<file path="src/hw/spi_pkg.sv">
// constants shared by the serial peripheral port and its rate generator
// Behaviour
// - control bit 6 off deactivates the serial port, on activates it
// - select disable ignores slave select, except slave role with phase zero
// - when slave select is unused, the select pin is released for general use
// - control bit 4 zero gives slave role, one gives master role
// - control bit 3 sets the idle level of the serial clock
// - bits 7, 1 and 0 together select the master clock rate
package spi_pkg;
	// ****************************************
	// register bus
	// ****************************************
	localparam int ADDR_W = 8;
	localparam int DATA_W = 8;
	localparam logic [ADDR_W-1:0] OFS_CONTROL = 8'h00;
	localparam logic [ADDR_W-1:0] OFS_STATUS = 8'h01;
	localparam logic [ADDR_W-1:0] OFS_DATA = 8'h02;
	localparam logic [ADDR_W-1:0] OFS_MASK = 8'h03;
	localparam logic [DATA_W-1:0] CONTROL_RESET = 8'h00;
	localparam logic [DATA_W-1:0] MASK_RESET = 8'h00;
	localparam logic [DATA_W-1:0] DATA_RESET = 8'h00;

	// ****************************************
	// control fields
	// ****************************************
	localparam int RATE_SELECT_HIGH = 7;
	localparam int PORT_ENABLE_BIT = 6;
	localparam int SELECT_DISABLE_BIT = 5;
	localparam int ROLE_SELECT_BIT = 4;
	localparam int CLOCK_IDLE_LEVEL_BIT = 3;
	localparam int CLOCK_SAMPLING_EDGE_BIT = 2;
	localparam int RATE_SELECT_MID = 1;
	localparam int RATE_SELECT_LOW = 0;

	// ****************************************
	// status fields
	// ****************************************
	localparam int ST_W = 3;
	localparam int ST_DONE = 0;
	localparam int ST_MODE_FAULT = 1;
	localparam int ST_WRITE_COLLISION = 2;
	localparam int ST_BUSY = 7;
	localparam logic [ST_W-1:0] STATUS_RESET = 3'h0;

	// ****************************************
	// timing
	// ****************************************
	localparam int SYNC_LAT = 2;
	localparam int EDGES_PER_BYTE = 2 * DATA_W;
	// wide enough for the slowest half period of 256 cycles
	localparam int RATE_CNT_W = 9;

	// half period of the master serial clock in peripheral clocks
	function automatic logic [RATE_CNT_W-1:0] rate_half_cycles(input logic [2:0] rate);
		rate_half_cycles = RATE_CNT_W'(2) << rate;
	endfunction
endpackage

</file>
<file path="src/hw/spi_rate_tick.sv">
// half-period tick generator for the master serial clock
`timescale 1ns/100ps
module spi_rate_tick (
	input wire logic ref_clk,
	input wire logic reset,
	input wire logic run,
	input wire logic [2:0] rate,
	output logic tick
);
	import spi_pkg::*;

	logic [RATE_CNT_W-1:0] cnt_ff;
	logic tick_ff;

	// ****************************************
	// divider
	// ****************************************
	always_ff @(posedge ref_clk) begin
		if (reset || !run) begin
			cnt_ff <= '0;
			tick_ff <= 1'b0;
		end else if (cnt_ff == rate_half_cycles(rate) - RATE_CNT_W'(1)) begin
			cnt_ff <= '0;
			tick_ff <= 1'b1;
		end else begin
			cnt_ff <= cnt_ff + RATE_CNT_W'(1);
			tick_ff <= 1'b0;
		end
	end

	assign tick = tick_ff;
endmodule

</file>
<file path="src/hw/spi_master_slave_port.sv">
// serial peripheral port, master or slave, with its register file
`timescale 1ns/100ps
module spi_master_slave_port (
	input wire logic ref_clk,
	input wire logic reset,
	input wire logic [spi_pkg::ADDR_W-1:0] reg_addr,
	input wire logic [spi_pkg::DATA_W-1:0] reg_wdata,
	input wire logic reg_wr,
	input wire logic reg_rd,
	output logic [spi_pkg::DATA_W-1:0] reg_rdata,
	output logic irq,
	input wire logic sck_i,
	output logic sck_o,
	output logic sck_oe,
	input wire logic mosi_i,
	output logic mosi_o,
	output logic mosi_oe,
	input wire logic miso_i,
	output logic miso_o,
	output logic miso_oe,
	input wire logic ss_n_i,
	output logic ss_pin_claimed
);
	import spi_pkg::*;

	typedef enum logic [0:0] {
		M_IDLE = 1'b0,
		M_RUN = 1'b1
	} mstate_t;

	logic [DATA_W-1:0] control_ff, mask_ff, tx_hold_ff, tx_sh_ff, rx_sh_ff, rx_data_ff;
	logic [DATA_W-1:0] rdata_ff;
	logic [ST_W-1:0] status_ff;
	logic irq_ff;
	mstate_t mstate_ff;
	logic [3:0] edge_cnt_ff, rx_cnt_ff;
	logic sck_lvl_ff, out_bit_ff;
	logic sck_m_ff, sck_s_ff, sck_d_ff;
	logic ss_m_ff, ss_s_ff, sel_d_ff;
	logic mosi_m_ff, mosi_s_ff, miso_m_ff, miso_s_ff;
	logic [SYNC_LAT-1:0] smp_pipe_ff;
	logic sck_oe_ff, mosi_oe_ff, miso_oe_ff, claimed_ff;
	logic tick;

	// ****************************************
	// control decode
	// ****************************************
	logic en, master, clock_idle_level_bit, clock_sampling_edge_bit, ss_use, sel, busy;
	logic [2:0] rate;
	assign en = control_ff[PORT_ENABLE_BIT];
	assign master = control_ff[ROLE_SELECT_BIT];
	assign clock_idle_level_bit = control_ff[CLOCK_IDLE_LEVEL_BIT];
	assign clock_sampling_edge_bit = control_ff[CLOCK_SAMPLING_EDGE_BIT];
	assign rate = {control_ff[RATE_SELECT_HIGH], control_ff[RATE_SELECT_MID],
		control_ff[RATE_SELECT_LOW]};
	// phase zero in slave role needs select to frame the first bit
	assign ss_use = !control_ff[SELECT_DISABLE_BIT] || (!master && !clock_sampling_edge_bit);
	assign sel = en && !master && (!ss_use || !ss_s_ff);
	assign busy = (mstate_ff == M_RUN) || (rx_cnt_ff != 4'h0);

	// ****************************************
	// pin synchronisers
	// ****************************************
	always_ff @(posedge ref_clk) begin
		if (reset) begin
			sck_m_ff <= 1'b0;
			sck_s_ff <= 1'b0;
			sck_d_ff <= 1'b0;
			ss_m_ff <= 1'b1;
			ss_s_ff <= 1'b1;
			mosi_m_ff <= 1'b0;
			mosi_s_ff <= 1'b0;
			miso_m_ff <= 1'b0;
			miso_s_ff <= 1'b0;
		end else begin
			sck_m_ff <= sck_i;
			sck_s_ff <= sck_m_ff;
			sck_d_ff <= sck_s_ff;
			ss_m_ff <= ss_n_i;
			ss_s_ff <= ss_m_ff;
			mosi_m_ff <= mosi_i;
			mosi_s_ff <= mosi_m_ff;
			miso_m_ff <= miso_i;
			miso_s_ff <= miso_m_ff;
		end
	end

	// ****************************************
	// event decode
	// ****************************************
	logic wr_ctl, wr_st, wr_data, wr_mask, m_lead, m_edge, s_edge, s_lead;
	logic mode_fault, start_m, sel_rise, load, shift_ev, sample_ev, sample_bit, byte_done;
	assign wr_ctl = reg_wr && reg_addr == OFS_CONTROL;
	assign wr_st = reg_wr && reg_addr == OFS_STATUS;
	assign wr_data = reg_wr && reg_addr == OFS_DATA;
	assign wr_mask = reg_wr && reg_addr == OFS_MASK;
	// master: an external low on select while in use aborts the frame
	assign mode_fault = en && master && ss_use && !ss_s_ff && mstate_ff == M_RUN;
	assign start_m = wr_data && !busy && en && master;
	assign m_edge = tick && mstate_ff == M_RUN;
	assign m_lead = !edge_cnt_ff[0];
	assign s_edge = sel && sel_d_ff && (sck_s_ff != sck_d_ff);
	assign s_lead = sck_d_ff == clock_idle_level_bit;
	assign sel_rise = sel && !sel_d_ff;
	// in slave role with select unused the next byte is armed as soon as one completes
	assign load = start_m || (wr_data && !busy && sel) || sel_rise
		|| (byte_done && sel && !ss_use);
	assign shift_ev = (m_edge && m_lead == clock_sampling_edge_bit) || (s_edge && s_lead == clock_sampling_edge_bit);
	// master samples two cycles late to match the delay of the miso synchroniser
	assign sample_ev = smp_pipe_ff[SYNC_LAT-1] || (s_edge && s_lead != clock_sampling_edge_bit);
	assign sample_bit = master ? miso_s_ff : mosi_s_ff;
	assign byte_done = sample_ev && rx_cnt_ff == 4'(DATA_W - 1);

	// ****************************************
	// master sequencer
	// ****************************************
	spi_rate_tick u_rate (
		.ref_clk(ref_clk),
		.reset(reset),
		.run(mstate_ff == M_RUN),
		.rate(rate),
		.tick(tick)
	);

	always_ff @(posedge ref_clk) begin
		if (reset || !en || mode_fault) begin
			mstate_ff <= M_IDLE;
			edge_cnt_ff <= 4'h0;
			sck_lvl_ff <= 1'b0;
		end else begin
			unique case (mstate_ff)
				M_IDLE: begin
					edge_cnt_ff <= 4'h0;
					if (start_m) begin
						mstate_ff <= M_RUN;
					end
				end
				M_RUN: begin
					if (m_edge) begin
						sck_lvl_ff <= !sck_lvl_ff;
						edge_cnt_ff <= edge_cnt_ff + 4'h1;
						if (edge_cnt_ff == 4'(EDGES_PER_BYTE - 1)) begin
							mstate_ff <= M_IDLE;
						end
					end
				end
			endcase
		end
	end

	always_ff @(posedge ref_clk) begin
		if (reset || !en) begin
			smp_pipe_ff <= '0;
			sel_d_ff <= 1'b0;
		end else begin
			smp_pipe_ff <= {smp_pipe_ff[SYNC_LAT-2:0], m_edge && m_lead != clock_sampling_edge_bit};
			sel_d_ff <= sel;
		end
	end

	// ****************************************
	// shift registers
	// ****************************************
	always_ff @(posedge ref_clk) begin
		if (reset) begin
			tx_hold_ff <= DATA_RESET;
			tx_sh_ff <= DATA_RESET;
			out_bit_ff <= 1'b0;
		end else begin
			if (wr_data && !busy) begin
				tx_hold_ff <= reg_wdata;
			end
			if (load) begin
				// phase zero must present the first bit before the first edge
				tx_sh_ff <= clock_sampling_edge_bit ? (wr_data ? reg_wdata : tx_hold_ff)
					: {(wr_data ? reg_wdata[DATA_W-2:0] : tx_hold_ff[DATA_W-2:0]), 1'b0};
				if (!clock_sampling_edge_bit) begin
					out_bit_ff <= wr_data ? reg_wdata[DATA_W-1] : tx_hold_ff[DATA_W-1];
				end
			end else if (shift_ev) begin
				out_bit_ff <= tx_sh_ff[DATA_W-1];
				tx_sh_ff <= {tx_sh_ff[DATA_W-2:0], 1'b0};
			end
		end
	end

	always_ff @(posedge ref_clk) begin
		if (reset || !en || mode_fault || (!master && !sel)) begin
			rx_cnt_ff <= 4'h0;
			rx_sh_ff <= DATA_RESET;
		end else if (sample_ev) begin
			rx_sh_ff <= {rx_sh_ff[DATA_W-2:0], sample_bit};
			rx_cnt_ff <= byte_done ? 4'h0 : rx_cnt_ff + 4'h1;
		end
	end

	always_ff @(posedge ref_clk) begin
		if (reset) begin
			rx_data_ff <= DATA_RESET;
		end else if (byte_done) begin
			rx_data_ff <= {rx_sh_ff[DATA_W-2:0], sample_bit};
		end
	end

	// ****************************************
	// pins
	// ****************************************
	always_ff @(posedge ref_clk) begin
		if (reset) begin
			sck_oe_ff <= 1'b0;
			mosi_oe_ff <= 1'b0;
			miso_oe_ff <= 1'b0;
			claimed_ff <= 1'b0;
		end else begin
			sck_oe_ff <= en && master;
			mosi_oe_ff <= en && master;
			miso_oe_ff <= sel;
			claimed_ff <= en && ss_use;
		end
	end

	always_ff @(posedge ref_clk) begin
		if (reset) begin
			sck_o <= 1'b0;
			mosi_o <= 1'b0;
			miso_o <= 1'b0;
		end else begin
			sck_o <= clock_idle_level_bit ^ sck_lvl_ff;
			mosi_o <= out_bit_ff;
			miso_o <= out_bit_ff;
		end
	end

	assign sck_oe = sck_oe_ff;
	assign mosi_oe = mosi_oe_ff;
	assign miso_oe = miso_oe_ff;
	assign ss_pin_claimed = claimed_ff;

	// ****************************************
	// registers and interrupt
	// ****************************************
	logic [ST_W-1:0] st_set;
	assign st_set = {wr_data && busy, mode_fault, byte_done};

	always_ff @(posedge ref_clk) begin
		if (reset) begin
			control_ff <= CONTROL_RESET;
			mask_ff <= MASK_RESET;
		end else begin
			if (wr_ctl) begin
				control_ff <= reg_wdata;
			end
			if (wr_mask) begin
				mask_ff <= reg_wdata;
			end
		end
	end

	// a set in the same cycle as a write-one clear wins
	always_ff @(posedge ref_clk) begin
		if (reset) begin
			status_ff <= STATUS_RESET;
		end else begin
			status_ff <= (status_ff & ~(wr_st ? reg_wdata[ST_W-1:0] : '0)) | st_set;
		end
	end

	always_ff @(posedge ref_clk) begin
		if (reset) begin
			rdata_ff <= '0;
			irq_ff <= 1'b0;
		end else begin
			irq_ff <= |(status_ff & mask_ff[ST_W-1:0]);
			if (reg_rd) begin
				unique case (reg_addr)
					OFS_CONTROL: rdata_ff <= control_ff;
					OFS_STATUS: rdata_ff <= {busy, 4'h0, status_ff};
					OFS_DATA: rdata_ff <= rx_data_ff;
					OFS_MASK: rdata_ff <= {5'h0, mask_ff[ST_W-1:0]};
					default: rdata_ff <= '0;
				endcase
			end else begin
				rdata_ff <= '0;
			end
		end
	end

	assign reg_rdata = rdata_ff;
	assign irq = irq_ff;
endmodule

</file>
<file path="config.mk">
export PLATFORM = sky130hd
export DESIGN_NAME = spi_master_slave_port
export DESIGN_NICKNAME = d
export VERILOG_FILES = /design/src/hw/spi_pkg.sv /design/src/hw/spi_rate_tick.sv /design/src/hw/spi_master_slave_port.sv
export SDC_FILE = /design/constraint.sdc
export NUM_CORES = 1
export LEC_CHECK = 0
export BUFFER_PORTS_ARGS = -buffer_cell sky130_fd_sc_hd__buf_2
export CORE_ASPECT_RATIO = 0.9
export CORE_MARGIN = 4
export CORE_UTILIZATION = 36
export DETAILED_ROUTE_END_ITERATION = 10
export PLACE_DENSITY_LB_ADDON = 0.1
export SYNTH_ARGS = -nofsm -noshare
export SYNTH_HDL_FRONTEND = slang
export SYNTH_SLANG_ARGS = --single-unit
</file>
<file path="constraint.sdc">
create_clock -name ref_clk -period 2.5 [get_ports ref_clk]
set_input_delay 0.125 -clock ref_clk [delete_from_list [all_inputs] [get_ports ref_clk]]
set_output_delay 0.125 -clock ref_clk [all_outputs]
set_load 0.03 [all_outputs]
</file>
# Word level (Yosys, flattened, before mapping)
# Cells that the tools add are included.
# op_classes
add_sub_neg	4
eq_ne	14
shift	1
mux	20
n_bitwise	7
reduce_logical	61
# ops
operator	n
two-way mux 8 bit	4
one-hot mux 8 bit (4 select lines)	1
logical AND 1 bit	29
equality test 8 x 2 -> 1 bit (second input constant)	2
logical NOT 1 bit	12
logical OR 1 bit	12
adder 9 x 1 -> 9 bit (second input constant)	1
equality test 9 bit	1
two-way mux 1 bit	9
<< shifter 2 x 3 -> 9 bit (first input constant)	1
subtractor 9 x 1 -> 9 bit (second input constant)	1
adder 4 x 1 -> 4 bit (second input constant)	2
equality test 8 x 1 -> 1 bit (second input constant)	1
logical NOT 8 bit	1
two-way mux 4 bit	2
one-hot mux 4 bit (2 select lines)	1
two-way mux 7 bit	1
bitwise AND 3 bit	2
equality test 4 x 3 -> 1 bit (second input constant)	1
equality test 4 bit (second input constant)	1
AND reduction 2 bit	2
nonzero test 4 bit	1
OR reduction 2 bit	2
equality test 1 bit	3
11 further kinds	14
# word_totals
ff_bits	92
out_inout_bits	16
elab_cells	139

# Logic depth before layout (Yosys ltp)
# logic_depth
word_depth	16
ltp_mapped	10
ltp_nobuf	9

# Cells and area by module
# From an unflattened synthesis, not the netlist that was laid out.
# hier_totals
cells_unflattened	447
hier_area_um2	4321.6
# by_module_without_submodules
module	instances	cells_per_inst	area_each_um2
spi_master_slave_port	1	378	3642.2
spi_rate_tick	1	69	679.4

# Worst setup path after synthesis
# OpenSTA, ideal clock, no wires.
# synth_path
path_kind	register to register
start	register control_ff[1]
end	register u_rate.cnt_ff[2]
setup_ps	138
arrival_ps	2383
t_required_ps	2362
path_slack_ps	-21
stages_incl_launch_ff	10
path_buffers	1
period_less_slack_ps	2521
cell_sequence	dfxtp_1 > clkbuf_1 > or3_1 > ha_1 > xnor2_1 > a21oi_1 > nor4b_1 > nand3_1 > o311ai_2 > nor2_1
# synth_via
elab_chain_len	4
# synth_rtl
element	line_no	source
from (decl)	spi_master_slave_port.sv:31	logic [DATA_W-1:0] control_ff, mask_ff, tx_hold_ff, tx_sh_ff, rx_sh_ff, rx_data_ff;
from (signal assigned)	spi_master_slave_port.sv:251	control_ff <= reg_wdata;
<< shifter 2 x 3 -> 9 bit	spi_pkg.sv:55	rate_half_cycles = RATE_CNT_W'(2) << rate;
subtractor 9 x 1 -> 9 bit	spi_rate_tick.sv:22	end else if (cnt_ff == rate_half_cycles(rate) - RATE_CNT_W'(1)) begin
equality test 9 bit	spi_rate_tick.sv:22	
OR reduction 2 bit (no source line)	-	
to (signal assigned)	spi_rate_tick.sv:26	cnt_ff <= cnt_ff + RATE_CNT_W'(1);
to (decl)	spi_rate_tick.sv:12	logic [RATE_CNT_W-1:0] cnt_ff;
# No other way between the ends.
# A chain may end at the register's enable or synchronous reset.

# Worst setup path after layout
# layout_path
start	register control_ff[0]
end	register u_rate.cnt_ff[0]
# The elaborated chain is that of the path after synthesis.

==> run summary <==
Total gr overflow = 0
Vias per Instance = 4.81
Routed wl met2 = 4210 µm
CP endpoint kind = flip-flop
Yosys reg bits = 92
EDFF count, synth = 0
Hold/Removal Path Class = in2reg
Fin nets = 497
Worst setup margin = 0.163 ns
Worst Tran Pin Value = 0.560 ns
Peak VDD IR = 0.000362 V
WHS = 0.0476 ns
Die H = 108 µm
Fmax = 0.428 GHz
Largest cells by area after synthesis = dfxtp_1 46%, mux2i_1 14%, nor2_1 6.5%, nand2_1 3.3%, xnor2_1 2.6%
Setup Skew = 0.00971 ns
RSZ-0062 raised after global routing = false
FILL cells = 1090
Post_cts resized = 0
Met3 wire len = 339 µm
Top Ports = 40
CTS clk-pin slew, worst paths = 0.07 ns
Crit Path Max Fanout = 8
Total track usage = 15.3%
Num CTS Buffers = 9
Clk_lat worst skew = 0.34 ns
Final setup viols = 0
Yosys top cell by area = dfxtp_1
Crit-path cells = or3_1 > ha_1 > buf_4 > xnor2_1 > and3_1 > a21oi_1 > xnor2_1 > o311ai_4 > buf_4 > nor2_1
Lkg Pwr = 2.03 nW
Clk sinks = 92
Yosys cell types = 48
R2R cell count = 10
Hold wc startpoint = reg_wdata[3]
Post-synthesis cell count = 419
ANT nets after route = 0
Std-Cell Core Area = 10900 µm²
Drt wl/cell = 14.9 µm
Drt total wl = 9310 µm
Crit-path max cell delay = 0.38 ns
R2R Path Start = control_ff[0]
Detailed placer's ending HPWL = 6780 µm
Syn_nets = 448
Root buf cell = clkbuf_16
First-pass GRT wire length = 15200 µm
Fraction of registers with async set or reset after synthesis = 0%
Vias = 3004
Top-count cell post-synth = dfxtp_1
Final period utilization = 93.5%
Slew Limit Fails = 0
Share of cells above drive strength 1 = 18.6%
Vias in the first global route = 2937
Hold Vio Cnt, Final = 0
Max Root-Sink Buffers = 2
Initial Util = 36.8%
CP Launch Point = control_ff[0]
Final Util = 44.0%
DRT met1 WL = 4650 µm
ANT cells = 0
DRC viols = 0
Area growth from synthesis to layout = 19.4%
Crit path arrival time = 2.56 ns
Violation count after the first detailed-route iteration = 160
Synth Warn # = 0
Port Buf Inserts = 39
Yosys top cell area share = 46.1%
Syn_area_per_cell = 9.54 µm²
Setup TNS = 0 ns
Pre-CTS WS = 0.0758 ns
First-pass DRT Iterations = 4
Placer Congestion = 0.800
Die area = 12900 µm²
Max transition margin = 62.7%
Setup CP Type = reg2reg
Antenna violations before repair = 0
DR top layer = met4
Area of the mapped netlist = 4000 µm²
Most used DFF post-synth = dfxtp_1
H-Tree Depth = 3
Die W = 119 µm
Pwr Density = 619 nW/µm²
Worst Path Required = 2.73 ns
Crit path launch type = flip-flop
Seq/Total Area, Yosys = 46.1%
Final min period = 2.34 ns
Largest net degree at the start of global routing = 54
Tot Pwr = 2.95 mW
Post-synth top cells = 92 x dfxtp_1, 69 x nor2_1, 56 x mux2i_1, 35 x nand2_1, 18 x a21oi_1
FP Rows = 36
Hold path depth = 3
Max-Cap Viols = 0
TritonCTS clock tree = done
Slowest CP cell = or3_1
Outcome = finished clean
## cells in the final DEF, fill, tap and decap left out, types with 3 or more instances in the layout
master,n
clkbuf_16,9
xor2_1,12
nand3_1,9
nor3_1,8
a21oi_1,18
inv_1,5
mux2i_1,56
dfxtp_1,92
ha_1,5
dlygate4sd3_1,4
buf_2,39
xnor2_1,12
nor3b_1,3
nor2_1,69
and2_1,4
nand4_1,6
nand2_1,35
buf_4,21
a211oi_1,8
nor2b_1,15
mux4_2,3
## layer usage
metal	GRT usage, %	vias to the layer above
met5	0	-
met4	6.20	0
met3	4.08	6
met2	24.0	51
met1	20.2	1414
li1	-	1533
## sequential cells by signal, indices dropped and copies added (netlist names), 2 cells and up
| register | count |
|---|---|
| tx_sh_ff | 8 |
| rx_data_ff | 8 |
| edge_cnt_ff | 4 |
| reg_rdata | 8 |
| tx_hold_ff | 8 |
| control_ff | 8 |
| status_ff | 3 |
| mask_ff | 3 |
| rx_sh_ff | 7 |
| rx_cnt_ff | 4 |
| smp_pipe_ff | 2 |
| u_rate.cnt_ff | 9 |
## stage by stage
step                      cell area (µm²)  cells
after detailed placement             4420    604
after global placement               4420    604
after CTS                            4770    624
after floorplan                      4010    419
after global routing                 4770    625
final                                4770    625
## repair_timing
item | 4_1_cts | 5_1_grt
endpoints found under the hold margin | 4 | 0
hold buffers | 4 | 0
buffers inserted | 0 | 1
setup endpoints to repair | 0 | 9
## final timing paths
path                      end  slack [ns]
max          u_rate.cnt_ff[0]        0.16
min             control_ff[3]        0.05
max reg2reg  u_rate.cnt_ff[0]        0.16
min reg2reg           ss_s_ff        0.44
## report_power, final
| group | internal (mW) | switching [mW] |
|---|---|---|
| Clock | 0.833 | 0.570 |
| Sequential | 1.47 | 0.00260 |
| Combinational | 0.0313 | 0.0447 |
| Total | 2.34 | 0.617 |
## logic make-up (layout without fill, tap and decap cells)
| group | count (synthesis) | in the layout | synth area share (%) |
|---|---|---|---|
| buffers and inverters | 31 | 85 | 3.69 |
| and+or+nand+nor | 166 | 166 | 20.1 |
| AOI/OAI and AO/OA | 41 | 41 | 7.38 |
| xor gates and xnor gates | 24 | 24 | 5.26 |
| muxes | 60 | 60 | 16.0 |
| DFF | 92 | 92 | 46.1 |
| adders and majority gates | 5 | 5 | 1.56 |
## cell type report
type,instances,area [µm²],area share [%]
clock buffers,11,253,5.29
clock inverters,5,57.6,1.21
inverters,5,18.8,0.393
multi-input cells,296,2020,42.3
flip-flops and latches,92,1840,38.6
well taps,152,190,3.98
repair buffers,64,393,8.23
## worst max-delay path, delay by kind of cell (launching register included)
| kind | cells | cell delay [ns] |
|---|---|---|
| compound gates | 2 | 0.49 |
| simple gates | 3 | 0.59 |
| xor+xnor | 2 | 0.26 |
| fa+ha+maj | 1 | 0.23 |
| buf+inv | 2 | 0.35 |
| flops | 1 | 0.31 |
Note: power is estimated with default switching activity, not from simulation.
